===== src/common/sleep_wake_consts.svh =====
// Constants for the sleep, wake and watchdog controller
// What this block does
// - Wake by reset pin, brown-out or power-on reset does a full device reset.
// - Watchdog, external or sleep-capable peripheral interrupt wake resumes without reset.
// - Interrupt wakes only if its own enable set; global enable does not matter.
// - During sleep instruction the next address PC+1 is prefetched.
// - Global disabled: continue inline; enabled: run next instruction, then service routine.
// - Interrupt wake with global enable vectors to the fixed interrupt address.
// - Watchdog counter clears on every wake from sleep.
// - Pending enabled interrupt before sleep with global off: sleep is a no-op.
// - Interrupt during sleep: finish, wake at once, clear watchdog, update flags.
// - Crystal modes without two-speed start-up wake after 1024 oscillator periods; other cases skip it.
// - Regulator power mode bit set puts regulator in low power during sleep.
// - Waking from low-power sleep adds a stabilisation delay.
// - Active low-power-incompatible peripheral keeps regulator normal in sleep.
// - Regulator control bit 0 resets to one and always reads one.
// - Watchdog resets the device if not cleared within the time-out.
// - Watchdog counts the 31 kHz low-frequency oscillator, 1 ms base.
// - Time-out selectable from 1 ms to 256 seconds.
// - Mode 11: watchdog always active, including sleep.
// - Mode 10: active while awake, inactive in sleep.
// - Mode 01: watchdog follows software enable, sleep does not change it.
// - Software enable honoured only in mode 01.
// - Watchdog time-out in sleep wakes the device instead of resetting it.
// - Period select resets to the two-second setting.
// - Sleep instruction clears power-down flag and sets time-out flag.
`ifndef SLEEP_WAKE_CONSTS_SVH
`define SLEEP_WAKE_CONSTS_SVH
`define ADDR_REG_CTRL     8'h00
`define ADDR_CORE_STATUS  8'h01
`define ADDR_WDOG_CTRL    8'h02
`define ADDR_WAKE_STATE   8'h03
`define REG_CTRL_RESET    8'h01
`define REG_CTRL_PM_BIT   1
`define REG_CTRL_RSV_BIT  0
`define WDOG_CTRL_RESET   8'h16
`define WDOG_EN_BIT       0
`define WDOG_PS_LSB       1
`define WDOG_PS_MSB       5
`define WDOG_PS_MAXSEL    5'h12
`define WDOG_PS_BASE      6'h05
`define STAT_TO_BIT       4
`define STAT_PD_BIT       3
`define STATUS_RESET      8'h18
`define ISR_VECTOR        15'h0004
`define OST_PERIODS       11'h0400
`define LP_STAB_NS        32'd0000_5000
`define CLK_PERIOD_NS     32'd0000_0040
`define MODE_ALWAYS       2'h3
`define MODE_AWAKE        2'h2
`define MODE_SOFT         2'h1
`endif


===== src/common/sleep_wake_pkg.sv =====
// Types for the sleep, wake and watchdog controller
package sleep_wake_pkg;
    typedef enum logic [4:0] {
        ST_RUN    = 5'b0_0001,
        ST_SLEEP  = 5'b0_0010,
        ST_OST    = 5'b0_0100,
        ST_STAB   = 5'b0_1000,
        ST_RESUME = 5'b1_0000
    } pwr_state_e;
    typedef enum logic [2:0] {
        OSC_LP = 3'h0, OSC_XT = 3'h1, OSC_HS = 3'h2, OSC_EXTRC = 3'h3,
        OSC_INTERNAL_OSC_MODE = 3'h4, OSC_ECL = 3'h5, OSC_ECM = 3'h6, OSC_ECH = 3'h7
    } osc_mode_e;
    typedef struct packed {
        logic        resume;
        logic        vector_isr;
        logic [14:0] pc;
    } core_resume_s;
    typedef struct packed {
        logic [7:0] addr;
        logic [7:0] wdata;
        logic       wr;
        logic       rd;
    } reg_req_s;
endpackage


===== src/hdl/sleep_wake_watchdog_control.sv =====
// Sleep entry, wake sorting, status flags, regulator mode and watchdog
`include "sleep_wake_consts.svh"
`timescale 1ns/1ps
`default_nettype none
module sleep_wake_watchdog_control (
    input  wire logic                         i_clk,
    input  wire logic                         i_rst_n,
    input  wire sleep_wake_pkg::reg_req_s     i_reg,
    output logic     [7:0]                    o_rdata,
    input  wire logic [1:0]                   i_watchdog_mode_config,
    input  wire sleep_wake_pkg::osc_mode_e    i_osc_mode,
    input  wire logic                         i_two_speed_startup,
    input  wire logic                         i_external_reset_pin_n,
    input  wire logic                         i_external_reset_pin_en,
    input  wire logic                         i_brownout_reset,
    input  wire logic                         i_brownout_reset_en,
    input  wire logic                         i_power_on_reset,
    input  wire logic                         i_sleep_exec,
    input  wire logic                         i_watchdog_clear_instruction,
    input  wire logic [14:0]                  i_pc,
    input  wire logic                         i_global_interrupt_enable,
    input  wire logic [7:0]                   i_int_flags,
    input  wire logic [7:0]                   i_int_enables,
    input  wire logic                         i_lp_incompatible_active,
    input  wire logic                         i_lfosc_tick,
    input  wire logic                         i_osc_tick,
    output logic                              o_device_reset,
    output logic                              o_cpu_clk_en,
    output logic                              o_sleeping,
    output logic     [14:0]                   o_prefetch_addr,
    output sleep_wake_pkg::core_resume_s      o_resume,
    output logic                              o_regulator_low_power
);
    // Software state
    logic [7:0] reg_ctrl_reg, reg_ctrl_next;
    logic [7:0] status_reg, status_next;
    logic [7:0] wdog_ctrl_reg, wdog_ctrl_next;
    logic [7:0] rdata_reg, rdata_next;
    // Power state
    sleep_wake_pkg::pwr_state_e state_reg, state_next;
    logic [10:0] ost_cnt_reg, ost_cnt_next;
    logic [15:0] stab_cnt_reg, stab_cnt_next;
    logic        lp_slept_reg, lp_slept_next;
    logic        isr_pend_reg, isr_pend_next;
    logic [14:0] pref_reg, pref_next;
    logic        dev_rst_reg, dev_rst_next;
    sleep_wake_pkg::core_resume_s resume_reg, resume_next;
    // Watchdog
    logic [23:0] wdog_cnt_reg, wdog_cnt_next;

    localparam logic [15:0] STAB_CYCLES =
        16'((`LP_STAB_NS + `CLK_PERIOD_NS - 32'd1) / `CLK_PERIOD_NS);

    logic       hw_reset_req;
    logic       int_pending;
    logic       wdog_active;
    logic       wdog_timeout;
    logic [4:0] ps_sel;
    logic [4:0] ps_eff;
    logic [23:0] wdog_limit;
    logic       osc_needs_ost;
    logic       wake_event;
    logic       enter_sleep;
    logic [7:0] pend_vec;

    // Reset sources bypass sleep entirely
    assign hw_reset_req = (i_external_reset_pin_en & ~i_external_reset_pin_n)
                        | (i_brownout_reset_en & i_brownout_reset)
                        | i_power_on_reset;

    // Per-source enable gating, global enable deliberately ignored
    genvar g;
    generate
        for (g = 0; g < 8; g = g + 1) begin : gen_pend
            assign pend_vec[g] = i_int_flags[g] & i_int_enables[g];
        end
    endgenerate
    assign int_pending = |pend_vec;

    // Watchdog mode decode
    always_comb begin
        case (i_watchdog_mode_config)
            `MODE_ALWAYS: wdog_active = 1'b1;
            `MODE_AWAKE:  wdog_active = (state_reg == sleep_wake_pkg::ST_RUN);
            `MODE_SOFT:   wdog_active = wdog_ctrl_reg[`WDOG_EN_BIT];
            default:      wdog_active = 1'b0;
        endcase
    end

    // Reserved selects fall back to minimum interval
    assign ps_sel = wdog_ctrl_reg[`WDOG_PS_MSB:`WDOG_PS_LSB];
    assign ps_eff = (ps_sel > `WDOG_PS_MAXSEL) ? 5'h00 : ps_sel;
    // 1:32 of the 31 kHz tick is the 1 ms base interval
    assign wdog_limit = 24'(24'h00_0001 << (6'(ps_eff) + `WDOG_PS_BASE));
    assign wdog_timeout = wdog_active && (wdog_cnt_reg >= wdog_limit - 24'h00_0001)
                          && i_lfosc_tick;

    assign osc_needs_ost = (i_osc_mode == sleep_wake_pkg::OSC_LP
                         || i_osc_mode == sleep_wake_pkg::OSC_XT
                         || i_osc_mode == sleep_wake_pkg::OSC_HS)
                         && !i_two_speed_startup;

    assign enter_sleep = (state_reg == sleep_wake_pkg::ST_RUN) && i_sleep_exec;
    assign wake_event  = int_pending || wdog_timeout;

    // Power sequencing next state
    always_comb begin
        state_next    = state_reg;
        ost_cnt_next  = ost_cnt_reg;
        stab_cnt_next = stab_cnt_reg;
        lp_slept_next = lp_slept_reg;
        isr_pend_next = isr_pend_reg;
        pref_next     = pref_reg;
        resume_next   = '0;
        case (state_reg)
            sleep_wake_pkg::ST_RUN: begin
                // Pending enabled interrupt with global off makes sleep a no-op
                if (enter_sleep && !(int_pending && !i_global_interrupt_enable)) begin
                    pref_next = 15'(i_pc + 15'h0001);
                    lp_slept_next = reg_ctrl_reg[`REG_CTRL_PM_BIT] && !i_lp_incompatible_active;
                    state_next = sleep_wake_pkg::ST_SLEEP;
                end
            end
            sleep_wake_pkg::ST_SLEEP: begin
                // Races during the instruction wake at once here
                if (wake_event) begin
                    isr_pend_next = int_pending && i_global_interrupt_enable;
                    ost_cnt_next  = '0;
                    stab_cnt_next = '0;
                    if (osc_needs_ost) begin
                        state_next = sleep_wake_pkg::ST_OST;
                    end else if (lp_slept_reg) begin
                        state_next = sleep_wake_pkg::ST_STAB;
                    end else begin
                        state_next = sleep_wake_pkg::ST_RESUME;
                    end
                end
            end
            sleep_wake_pkg::ST_OST: begin
                if (i_osc_tick) begin
                    ost_cnt_next = 11'(ost_cnt_reg + 11'h001);
                end
                if (ost_cnt_reg == `OST_PERIODS) begin
                    state_next = lp_slept_reg ? sleep_wake_pkg::ST_STAB
                                              : sleep_wake_pkg::ST_RESUME;
                end
            end
            sleep_wake_pkg::ST_STAB: begin
                // Regulator settling before core restarts
                stab_cnt_next = 16'(stab_cnt_reg + 16'h0001);
                if (stab_cnt_reg >= STAB_CYCLES - 16'h0001) begin
                    state_next = sleep_wake_pkg::ST_RESUME;
                end
            end
            sleep_wake_pkg::ST_RESUME: begin
                // Prefetched instruction runs first, then the vector
                resume_next.resume     = 1'b1;
                resume_next.vector_isr = isr_pend_reg;
                resume_next.pc         = isr_pend_reg ? `ISR_VECTOR : pref_reg;
                lp_slept_next = 1'b0;
                isr_pend_next = 1'b0;
                state_next    = sleep_wake_pkg::ST_RUN;
            end
            default: state_next = sleep_wake_pkg::ST_RUN;
        endcase
    end

    // Watchdog counter; held clear from the wake event through start-up and settling
    always_comb begin
        wdog_cnt_next = wdog_cnt_reg;
        dev_rst_next  = hw_reset_req;
        if (!wdog_active || i_watchdog_clear_instruction
            || (enter_sleep && state_next == sleep_wake_pkg::ST_SLEEP)
            || state_reg == sleep_wake_pkg::ST_OST
            || state_reg == sleep_wake_pkg::ST_STAB // Settling must not trip a reset
            || (state_reg == sleep_wake_pkg::ST_SLEEP && wake_event)) begin
            wdog_cnt_next = '0;
        end else if (wdog_timeout) begin
            wdog_cnt_next = '0;
            // Timeout while awake resets; in sleep it only wakes
            if (state_reg != sleep_wake_pkg::ST_SLEEP) begin
                dev_rst_next = 1'b1;
            end
        end else if (i_lfosc_tick) begin
            wdog_cnt_next = 24'(wdog_cnt_reg + 24'h00_0001);
        end
    end

    // Register writes and status flag updates
    always_comb begin
        reg_ctrl_next  = reg_ctrl_reg;
        status_next    = status_reg;
        wdog_ctrl_next = wdog_ctrl_reg;
        rdata_next     = 8'h00;
        if (i_reg.wr) begin
            case (i_reg.addr)
                `ADDR_REG_CTRL: begin
                    reg_ctrl_next = {6'h00, i_reg.wdata[`REG_CTRL_PM_BIT], 1'b1};
                end
                `ADDR_WDOG_CTRL: wdog_ctrl_next = {2'h0, i_reg.wdata[5:0]};
                default: ;
            endcase
        end
        // Flags are hardware-owned; sleep entry sets them last
        if (enter_sleep && state_next == sleep_wake_pkg::ST_SLEEP) begin
            status_next[`STAT_PD_BIT] = 1'b0;
            status_next[`STAT_TO_BIT] = 1'b1;
        end
        // Watchdog wake from sleep marks time-out
        if (state_reg == sleep_wake_pkg::ST_SLEEP && wdog_timeout && !int_pending) begin
            status_next[`STAT_TO_BIT] = 1'b0;
        end
        if (i_reg.rd) begin
            case (i_reg.addr)
                `ADDR_REG_CTRL:    rdata_next = reg_ctrl_reg | 8'h01;
                `ADDR_CORE_STATUS: rdata_next = status_reg;
                `ADDR_WDOG_CTRL:   rdata_next = wdog_ctrl_reg;
                `ADDR_WAKE_STATE:  rdata_next = {3'h0, state_reg};
                default:           rdata_next = 8'h00;
            endcase
        end
    end

    // Register all state
    always_ff @(posedge i_clk) begin
        if (!i_rst_n) begin
            state_reg     <= sleep_wake_pkg::ST_RUN;
            ost_cnt_reg   <= '0;
            stab_cnt_reg  <= '0;
            lp_slept_reg  <= 1'b0;
            isr_pend_reg  <= 1'b0;
            pref_reg      <= '0;
            resume_reg    <= '0;
            dev_rst_reg   <= 1'b0;
            wdog_cnt_reg  <= '0;
            reg_ctrl_reg  <= `REG_CTRL_RESET;
            status_reg    <= `STATUS_RESET;
            wdog_ctrl_reg <= `WDOG_CTRL_RESET;
            rdata_reg     <= 8'h00;
        end else begin
            state_reg     <= state_next;
            ost_cnt_reg   <= ost_cnt_next;
            stab_cnt_reg  <= stab_cnt_next;
            lp_slept_reg  <= lp_slept_next;
            isr_pend_reg  <= isr_pend_next;
            pref_reg      <= pref_next;
            resume_reg    <= resume_next;
            dev_rst_reg   <= dev_rst_next;
            wdog_cnt_reg  <= wdog_cnt_next;
            reg_ctrl_reg  <= reg_ctrl_next;
            status_reg    <= status_next;
            wdog_ctrl_reg <= wdog_ctrl_next;
            rdata_reg     <= rdata_next;
        end
    end

    // Outputs
    assign o_rdata         = rdata_reg;
    assign o_device_reset  = dev_rst_reg;
    assign o_cpu_clk_en    = (state_reg == sleep_wake_pkg::ST_RUN);
    assign o_sleeping      = (state_reg == sleep_wake_pkg::ST_SLEEP);
    assign o_prefetch_addr = pref_reg;
    assign o_resume        = resume_reg;
    // Incompatible peripheral overrides low power
    assign o_regulator_low_power = o_sleeping && lp_slept_reg
                                   && !i_lp_incompatible_active;
endmodule
`default_nettype wire


===== config.mk =====
export PLATFORM = sky130hd
export DESIGN_NAME = sleep_wake_watchdog_control
export DESIGN_NICKNAME = d
export VERILOG_FILES = /design/src/common/sleep_wake_pkg.sv /design/src/hdl/sleep_wake_watchdog_control.sv
export VERILOG_INCLUDE_DIRS = /design/src /design/src/common
export SDC_FILE = /design/constraint.sdc
export NUM_CORES = 1
export LEC_CHECK = 0
export ABC_AREA = 1
export BUFFER_PORTS_ARGS = -buffer_cell sky130_fd_sc_hd__buf_2
export CELL_PAD_IN_SITES_DETAIL_PLACEMENT = 0
export CELL_PAD_IN_SITES_GLOBAL_PLACEMENT = 1
export CORE_ASPECT_RATIO = 0.5
export CORE_UTILIZATION = 36
export DETAILED_ROUTE_END_ITERATION = 6
export GPL_TIMING_DRIVEN = 0
export PLACE_DENSITY = 0.76
export SLEW_MARGIN = 25
export SYNTH_ARGS = -nofsm -noshare
export SYNTH_HDL_FRONTEND = slang
export SYNTH_SLANG_ARGS = --single-unit
export TNS_END_PERCENT = 100

===== constraint.sdc =====
create_clock -name i_clk -period 3.1 [get_ports i_clk]
set_input_delay 0.31 -clock i_clk [delete_from_list [all_inputs] [get_ports i_clk]]
set_output_delay 0.31 -clock i_clk [all_outputs]
set_load 0.01 [all_outputs]

==> flow_summary.toml, run 1 <==
[outcome]
status = "finished with violations"
violations = "setup timing"

[layout]
drive_gt1_share_pct = 25.28
layout_commonest_cell = "nand2_1"
area_delta_synth_final_pct = 26.75
nets = 1158
fin_util_pct = 47.88
n_antenna_cell = 0
final_cell_mix = "163 x nand2_1, 115 x nor2_1, 111 x inv_1"
largest_reg_flops = 24

[clock_network]
cts_sinks = 106
tritoncts = "built"
cts_made_buffers = 9
root_buffer = "clkbuf_16"
cts.clk_slew.worst_paths_ns = 0.07
clk_latency_ns = 0.36
htree_levels = 3
cts_hold_buf = 0
cts_buffer_depth = 2

[yosys]
async_flop_share_pct = 0
yosys.area.top_type_share_pct = 33.51
yosys.area.top_type = "dfxtp_1"
synth.distinct_cells = 48
syn-cell-area_sq_um = 6332
ys.warnings.count = 0
synth_edf_count = 0
synth-seq-area-share_pct = 33.51
synthTopCellsByArea = "dfxtp_1 34%, nand2_1 11%, nor2_1 7.5%"
synthCells = 907
synth_flop_cell = "dfxtp_1"
ys_seq_elements = 106
syn_area_per_cell_sq_um = 6.982

[sta]
fin_ws_ns = -0.01293
slew_viol_final = 0
timing.fmax_mhz = 321.2
finalSetupViolCount = 5
min_period_ns = 3.113
grt_setup_unrepaired = "true"
hold_violations = 0
tightest_slew_ns = 0.6697
slew_headroom_pct = 55.35
period_share_pct = 100.4
skew_ns = 0.009300

[floorplan]
die_w_um = 189.6
fp.dieH_um = 95.78
rows = 33
coreArea_sq_um = 16760
io-pin-count = 112
initial_core_util_pct = 37.77
die_area_sq_um = 18160

[worst_setup_path]
cpMostUsedCell = "nand2_2"
crit_path_end_kind = "flip-flop"
slowest_delay_ns = 0.36
cp_max_fo = 8
regToRegSetupSlack_ns = -0.01
cp.buffers_inverters = 5
crit_chain = "nor2_4 > nand2_4 > buf_6 > o21ai_4 > nand3_4 > buf_4 > inv_1 > nand2_1 > xor2_1 > ha_1 > nand2_1 > inv_1 > nand2_2 > nor2_4 > nand2_2 > nor2_1 > nor2_2 > nand2_2 > nand2_4 > nand2_8 > nand2_8 > clkbuf_16 > nand2_2 > a21oi_2"
cp.required_ns = 3.32
startpoint_type = "flip-flop"
slowest_stage = "dfxtp_4"
path_delay_family = "simple AND/OR/NAND/NOR gates"
crit_type = "flip-flop to flip-flop"
arrival_ns = 3.33

[place]
dp.final_hpwl_mm = 12.73
place_ws_ns = -0.5104
port-buffer-count = 106
gp_congestion = 0.8309

[global_route]
grt_use_total_pct = 19.16
grt_pass1_vias = 5755
antenna_found_initial = 0
grt_max_degree = 19
grt_overflow = 0
grt_first_pass_wirelength_mm = 27.43

[power]
p_leak_nw = 3.533
ir_drop_v = 0.0002846
p_total_mw = 2.878
p_per_area_nw_per_um2 = 358.5

[detailed_routing]
routed_via_density = 4.765
firstDrtPassIters = 5
drc = 0
avgRoutedWirePerCell_um = 13.10
vias = 6151
drt_iter0_markers = 227
wl_mm = 16.91
ant_nets = 0

[flow_run]
drv_cap = 0

[hold_path]
hold_class = "input port to flip-flop"
synthesized netlist by cell type, types with 2 or more instances:
cell / n
buf_6: 3
nand4_1: 25
buf_4: 4
nand2_1: 182
nand2_4: 3
nor2_2: 2
a21oi_2: 10
nand3_4: 2
xnor2_1: 16
o21ai_0: 25
inv_1: 116
nor2_1: 127
ha_1: 31
dfxtp_1: 106
a21oi_1: 55
clkbuf_1: 12
xor2_1: 39
nand2_2: 15
nor4_1: 7
o21ai_2: 2
nor3_1: 17
inv_2: 6
nor4_4: 2
nand3b_1: 3
o21ai_1: 3
conb_1: 2
o211ai_1: 3
o221ai_1: 3
or2_2: 7
nand3_1: 61
cells by family (layout without fill, tap and decap cells):
| logic type | after synthesis | count (layout) | synth area share (%) |
|---|---|---|---|
| adder cells (fa/ha/maj) | 31 | 31 | 6.125 |
| AO/OA/AOI/OAI | 110 | 110 | 10.22 |
| buffers and inverters | 145 | 297 | 9.583 |
| AND/OR/NAND/NOR | 457 | 457 | 32.68 |
| other | 2 | 7 | 0.1186 |
| flip-flops | 106 | 106 | 33.51 |
| XOR/XNOR | 55 | 55 | 7.607 |
| multiplexers | 1 | 1 | 0.1581 |
worst reg2reg max path: stages, from the launching register on:
cell and delay [ns]:
dfxtp_4 0.36, nor2_4 0.12, nand2_4 0.07, buf_6 0.13, o21ai_4 0.28, nand3_4 0.14
buf_4 0.15, inv_1 0.04, nand2_1 0.05, xor2_1 0.14, ha_1 0.27, nand2_1 0.05
inv_1 0.07, nand2_2 0.07, nor2_4 0.10, nand2_2 0.07, nor2_1 0.11, nor2_2 0.06
nand2_2 0.11, nand2_4 0.11, nand2_8 0.11, nand2_8 0.09, clkbuf_16 0.18, nand2_2 0.06
a21oi_2 0.04
worst paths after layout:
| path | startpoint | to | cells after the start |
|---|---|---|---|
| worst max-delay path | wdog_ctrl_reg[4]$_SDFFE_PN1P_ | stab_cnt_reg[12]$_SDFFE_PN0P_ | 24 |
| worst min-delay path | i_pc[0] | o_prefetch_addr[0]$_SDFFE_PN0P_ | 2 |
| worst max register to register | wdog_ctrl_reg[4]$_SDFFE_PN1P_ | stab_cnt_reg[12]$_SDFFE_PN0P_ | 24 |
| worst min register to register | o_prefetch_addr[8]$_SDFFE_PN0P_ | o_resume[8]$_SDFF_PP0_ | 2 |
per-layer routing:
metal | wire (um) | GRT usage, % | vias to the layer above | part of all wire, %
met5 | 0 | 0 | - | 0
met4 | 242 | 5.108 | 0 | 1.4
met3 | 378 | 3.937 | 20 | 2.2
met2 | 8331 | 34.52 | 66 | 49
met1 | 7956 | 23.43 | 2853 | 47
li1 | - | - | 3212 | -
metrics by stage:
stage	hold WS (ns)	std cells	TNS, ns	cell area [sq um]
global route	0.1674	1291	-8.818	8026
global placement	0.4394	1245	-21.98	7166
floorplan	0.4000	912	0	6351
CTS	0.1489	1275	-2.961	7714
finish	0.1640	1291	-0.05128	8026
detailed placement	0.4433	1245	-23.23	7166
report_power, final:
part | internal, mW | switching, mW
clock network | 0.603 | 0.569
logic | 0.122 | 0.176
registers | 1.38 | 0.0234
total | 2.11 | 0.768
cell type report:
class,count,area [sq um]
Inverter,124,475.5
Fill cell,1736,8737
Sequential cell,106,2138
Buffer,20,130.1
Clock buffer,11,252.7
Timing Repair Buffer,137,795.8
Tap cell,227,284.0
Clock inverter,5,46.29
Multi-Input combinational cell,661,3904
repair_timing:
action,in CTS,in global routing
cloned,2,1
endpoints found under the hold margin,0,0
setup buffers,13,15
setup endpoints to repair,58,58
gates resized for setup,41,49
pin swaps,13,33
(Power assumes the default switching activity.)
==> run 2, diff against run 1 <==
- CORE_ASPECT_RATIO: 0.5 -> not set
- TNS_END_PERCENT: 100 -> not set
==> run 2 against run 1 <==
Compared with the run above: the flow still finishes with violations (setup timing); setup slack improved by 0.0049 ns; global-route usage grew 0.31 points; non-clock buffer count fell by 8; sequential share of layout area decreased by 0.30 points; critical path type unchanged.
==> flow_summary.toml, run 2 (synthesis gave the netlist of run 1 again) <==
[outcome]
status = "finished with violations"
violations = "setup timing"

[worst_setup_path]
crit_path_end_kind = "flip-flop"
path_delay_family = "simple AND/OR/NAND/NOR gates"
crit_type = "flip-flop to flip-flop"
regToRegEndpoint = "wdog_cnt_reg[3]$_SDFFE_PP0P_"
crit_path_end = "wdog_cnt_reg[3]$_SDFFE_PP0P_"
regToRegSetupSlack_ns = -0.008
slowest_delay_ns = 0.38
slowest_stage = "dfxtp_4"
cp_max_fo = 6
startpoint_type = "flip-flop"
cp.buffers_inverters = 4
cp.required_ns = 3.40
startpoint = "wdog_ctrl_reg[2]$_SDFFE_PN1P_"
arrival_ns = 3.41
ff2ff_path_depth = 24
cp.depth = 24
crit_chain = "nand2_2 > nand2_4 > nand2_4 > nand2_4 > nand2_4 > buf_4 > a21oi_4 > a21oi_2 > nor2_4 > nand2_1 > xor2_1 > ha_1 > nand2_1 > inv_1 > nand2_2 > inv_1 > nand2_1 > nand3_2 > nor2_2 > nand2_2 > nand2_4 > o2111ai_4 > buf_6 > nor2_2"
reg2reg_from = "wdog_ctrl_reg[2]$_SDFFE_PN1P_"
cpMostUsedCell = "nand2_4"

[layout]
drive_gt1_share_pct = 26.96
nets = 1151
multi_input_area_sq_um = 4026
largest_reg_flops = 24
seqCellArea_sq_um = 2138
nFillCells = 1779
fin_util_pct = 47.09
area_delta_synth_final_pct = 28.18
final_cell_mix = "158 x nand2_1, 112 x inv_1, 107 x buf_2"
layout_commonest_cell = "nand2_1"

[clock_network]
cts_buffer_depth = 2
cts_made_buffers = 9
root_buffer = "clkbuf_16"
htree_levels = 3
cts.clk_slew.worst_paths_ns = 0.08
cts_sinks = 106
clk_latency_ns = 0.36
tritoncts = "built"

[place]
dp.final_hpwl_mm = 12.77
port-buffer-count = 106
place_ws_ns = -0.5469
gp_congestion = 0.8397

[sta]
min_period_ns = 3.108
fin_hold_ws_ns = 0.1770
period_share_pct = 100.3
fin_tns_setup_ns = -0.07048
fin_ws_ns = -0.008074
grt_setup_unrepaired = "true"
skew_ns = 0.01282
slew_viol_final = 0
hold_violations = 0
timing.fmax_mhz = 321.7
finalSetupViolCount = 15
tightest_slew_ns = 0.6994
slew_headroom_pct = 52.94

[power]
pwr-share-clk_pct = 42.3
p_per_area_nw_per_um2 = 364.4
p_total_mw = 2.957
comb_power_share_pct = 10.1
swShare_pct = 26.57
p_leak_nw = 3.518
intPower_mw = 2.172
ir_drop_v = 0.0003374
p_switching_uw = 785.9
seqPwrFrac_pct = 47.5

[detailed_routing]
vias = 6080
drc = 0
wl_mm = 17.04
drt_iter0_markers = 199
firstDrtPassIters = 4
avgRoutedWirePerCell_um = 13.28
routed_via_density = 4.739
ant_nets = 0

[global_route]
grt_use_total_pct = 19.47
grt_pass1_vias = 5862
grt_overflow = 0
antenna_found_initial = 1
grt_first_pass_wirelength_mm = 28.01
grt_max_degree = 20

[floorplan]
initial_core_util_pct = 36.74
fp.dieH_um = 134.6
die_area_sq_um = 18120
rows = 48
coreArea_sq_um = 17240
io-pin-count = 112
die_w_um = 134.6

[hold_path]
min_path_cells = 2
hold_class = "input port to flip-flop"

[flow_run]
drv_cap = 0
[run 2: cell count changes in the layout (fill, tap and decap cells not counted), moves of 2 or more]
cell,delta
nor2_1,-12
buf_4,-10
nor2_2,+10
nand2_1,-5
nand2_2,+5
a21oi_1,-3
clkinv_4,-3
a21oi_2,+2
buf_6,+2
inv_2,-2
nand2_8,+2
nand3_1,-2
nand3_2,+2
nor2_4,+2
[run 2: area by class of cell]
cell class                 count  share of cell area [%]
sequential                   106                   26.35
clock inverter                 6                   1.017
inverter                     124                   5.889
clock buffer                  10                   2.944
timing repair buffer         130                   9.296
buffer                        19                   1.403
antenna                        1                 0.03083
tap                          225                   3.468
multi-input combinational    662                   49.61
[run 2: per-stage QoR]
stage / std cells / area (sq um)
floorplan: 912 / 6351
global placement: 1243 / 7163
detailed placement: 1243 / 7163
CTS: 1273 / 7741
global route: 1282 / 8114
finish: 1283 / 8117
[run 2: worst min path at each step]
| stage | from | endpoint | slack (ns) |
|---|---|---|---|
| floorplan | i_pc[0] | o_prefetch_addr[0]$_SDFFE_PN0P_ | 0.40 |
| global placement | o_prefetch_addr[9]$_SDFFE_PN0P_ | o_resume[9]$_SDFF_PP0_ | 0.43 |
| detailed placement | o_prefetch_addr[9]$_SDFFE_PN0P_ | o_resume[9]$_SDFF_PP0_ | 0.43 |
| CTS | i_pc[0] | o_prefetch_addr[0]$_SDFFE_PN0P_ | 0.16 |
| global route | i_pc[0] | o_prefetch_addr[0]$_SDFFE_PN0P_ | 0.18 |
| finish | i_pc[0] | o_prefetch_addr[0]$_SDFFE_PN0P_ | 0.18 |
[run 2: timing repair]
| item | in CTS | in global routing |
|---|---|---|
| setup endpoints to repair | 58 | 57 |
| hold buffers | 0 | 0 |
| buffers inserted | 14 | 7 |
| endpoints found under the hold margin | 0 | 0 |
| resized for setup | 46 | 77 |
| cloned | 2 | 2 |
| pin swaps | 11 | 39 |
[run 2: power groups by stage]
| stage | registers (mW) | clock network (mW) | logic [mW] |
|---|---|---|---|
| after floorplan | 1.45 | 0 | 0.150 |
| after global placement | 1.44 | 0 | 0.275 |
| after detailed placement | 1.44 | 0 | 0.277 |
| after CTS | 1.41 | 1.29 | 0.291 |
| after global routing | 1.41 | 1.33 | 0.339 |
| final | 1.41 | 1.25 | 0.300 |
[run 2: metal layers]
layer / part of all wire (%) / GRT usage, % / up-vias
li1: - / - / 3200
met1: 46 / 24.11 / 2750
met2: 48 / 33.56 / 116
met3: 4.6 / 5.105 / 14
met4: 1.1 / 4.557 / 0
met5: 0 / 0 / -
[run 2: worst register-to-register path, delay by kind of cell, from the launching register on]
family                     cells  cell delay [ns]
and+or+nand+nor               15             1.26
DFF                            1             0.38
xor gates and xnor gates       1             0.14
AOI/OAI and AO/OA              3             0.50
adders and majority gates      1             0.27
buffers and inverters          4             0.48
==> run 3, diff against run 2 <==
- REMOVE_ABC_BUFFERS: not set -> 1
==> run 3 against run 2 <==
Compared with the run above: clock power shrank 4%; first-iteration DRC count up 28%; via count about the same; largest cell class unchanged; sequential power hardly changed; the run still ends with setup timing left; count of clock-buffer cells in the layout fell by 1; flip-flop and latch count did not move; utilization shrank 0.97 points; highest routed layer unchanged.
==> flow_summary.toml, run 3 (synthesis gave the netlist of run 1 again) <==
[global_route]
grt_pass1_vias = 5517
grt.busiest_layer = "met2"
grtUsageMet2_pct = 32.42
antenna_found_initial = 0
grtUsageMet3_pct = 3.604
grt_first_pass_wirelength_mm = 27.52
met1_usage_pct = 24.81
grt_max_degree = 34
grt_use_total_pct = 19.16
grt_overflow = 0

[power]
ir_drop_v = 0.0002734
comb_power_share_pct = 10.4
swShare_pct = 28.43
seqPwrFrac_pct = 48.3
pwr-share-clk_pct = 41.3
p_per_area_nw_per_um2 = 365.4
p_switching_uw = 825.9
p_leak_nw = 3.452
intPower_mw = 2.079

[floorplan]
die_area_sq_um = 18120
rows = 48
fp.dieH_um = 134.6
io-pin-count = 112
initial_core_util_pct = 36.74
die_w_um = 134.6
coreArea_sq_um = 17240

[detailed_routing]
wl_mm = 17.05
drt_iter0_markers = 254
drc = 0
ant_nets = 0
firstDrtPassIters = 7
routed_via_density = 4.806
avgRoutedWirePerCell_um = 13.49
vias = 6075

[worst_setup_path]
slowest_stage = "dfxtp_4"
slowest_delay_ns = 0.36
cp_max_fo = 7
cpMostUsedCell = "nand2_2"
arrival_ns = 3.36
startpoint_type = "flip-flop"
cp.required_ns = 3.33
crit_chain = "nor2_4 > nand2_4 > nand2_4 > buf_4 > nand4_1 > inv_1 > nand2_1 > xnor2_2 > inv_1 > ha_1 > nand2_1 > inv_1 > nand2_2 > nor2_4 > nand2_2 > nor2_2 > nand2_1 > nand2_2 > nand2_8 > nand2_8 > buf_6 > nand3_2 > nand2_2 > nor2_1"
crit_type = "flip-flop to flip-flop"
crit_path_end_kind = "flip-flop"

[sta]
fin_hold_ws_ns = 0.1498
hold_violations = 0
slew_viol_final = 0
skew_ns = 0.01541
grt_setup_unrepaired = "true"
tightest_slew_ns = 0.9194
finalSetupViolCount = 8
period_share_pct = 100.8
fin_ws_ns = -0.02544
timing.fmax_mhz = 320.0
min_period_ns = 3.125
slew_headroom_pct = 38.70

[clock_network]
htree_levels = 3
cts_made_buffers = 9
cts.clk_slew.worst_paths_ns = 0.09
tritoncts = "built"
cts_hold_buf = 0
cts_sinks = 106
cts_buffer_depth = 2
root_buffer = "clkbuf_16"
clk_latency_ns = 0.37

[flow_run]
drv_cap = 0

[outcome]
status = "finished with violations"
violations = "setup timing"

[place]
place_ws_ns = -0.5479
gp_congestion = 0.8345
dp.final_hpwl_mm = 12.01
port-buffer-count = 107

[layout]
drive_gt1_share_pct = 25.51
final_cell_mix = "164 x nand2_1, 111 x inv_1, 107 x nor2_1, 107 x buf_2, 101 x dfxtp_1"
nets = 1133
area_delta_synth_final_pct = 25.53
n_antenna_cell = 0
largest_reg_flops = 24
layout_commonest_cell = "nand2_1"

[hold_path]
hold_class = "input port to flip-flop"
[run 3: path summary, 6_finish.rpt]
kind	from	cells past startpoint	end	slack (ns)
setup / recovery	wdog_ctrl_reg[3]$_SDFFE_PN0P_	24	ost_cnt_reg[1]$_SDFFE_PN0P_	-0.03
hold / removal	i_pc[0]	2	o_prefetch_addr[0]$_SDFFE_PN0P_	0.15
setup reg to reg	wdog_ctrl_reg[3]$_SDFFE_PN0P_	24	ost_cnt_reg[1]$_SDFFE_PN0P_	-0.03
hold reg to reg	o_prefetch_addr[10]$_SDFFE_PN0P_	2	o_resume[10]$_SDFF_PP0_	0.45
[run 3: timing repair]
item / 4_1_cts / 5_1_grt
endpoints found under the setup margin: 58 / 58
setup buffers: 15 / 6
cloned: 1 / 2
pin swaps: 26 / 38
resized for setup: 41 / 59
[run 3: stage by stage]
step                      total power, mW  instances  area (sq um)  setup TNS, ns  utilization [%]
after floorplan                     1.583        891          6217              0                -
after global placement              1.703       1223          7034         -33.85            40.81
after detailed placement            1.710       1224          7064         -27.18            40.98
after CTS                           2.928       1256          7674        -0.3289            44.52
after global routing                3.025       1264          7949         -10.43            46.12
final                               2.905       1264          7949       -0.07845            46.12
[run 3: area by class of cell]
cell class | count | area (sq um)
clock buffers | 9 | 225.2
repair buffers | 129 | 735.7
well taps | 225 | 281.5
flip-flops and latches | 106 | 2138
fillers | 1808 | 9288
multi-input cells | 664 | 4011
clock inverters | 7 | 78.83
inverters | 124 | 478.0
[run 3: layer usage]
metal  part of all wire [%]  routed length (um)
met5                      0                   0
met4                    1.5                 253
met3                    3.6                 606
met2                     48                8227
met1                     47                7966
[run 3: worst max-delay path: cells and delay by family, from the launching register on]
kind	cells	cell delay, ns
DFF	1	0.36
xor gates and xnor gates	1	0.20
and+or+nand+nor	17	1.58
adders and majority gates	1	0.26
buffers and inverters	5	0.56
[run 3: power groups by stage]
stage | clock [mW] | sequential, mW | combinational (mW)
finish | 1.20 | 1.40 | 0.301
global route | 1.28 | 1.41 | 0.337
CTS | 1.23 | 1.40 | 0.289
detailed placement | 0 | 1.44 | 0.271
global placement | 0 | 1.44 | 0.263
floorplan | 0 | 1.45 | 0.136
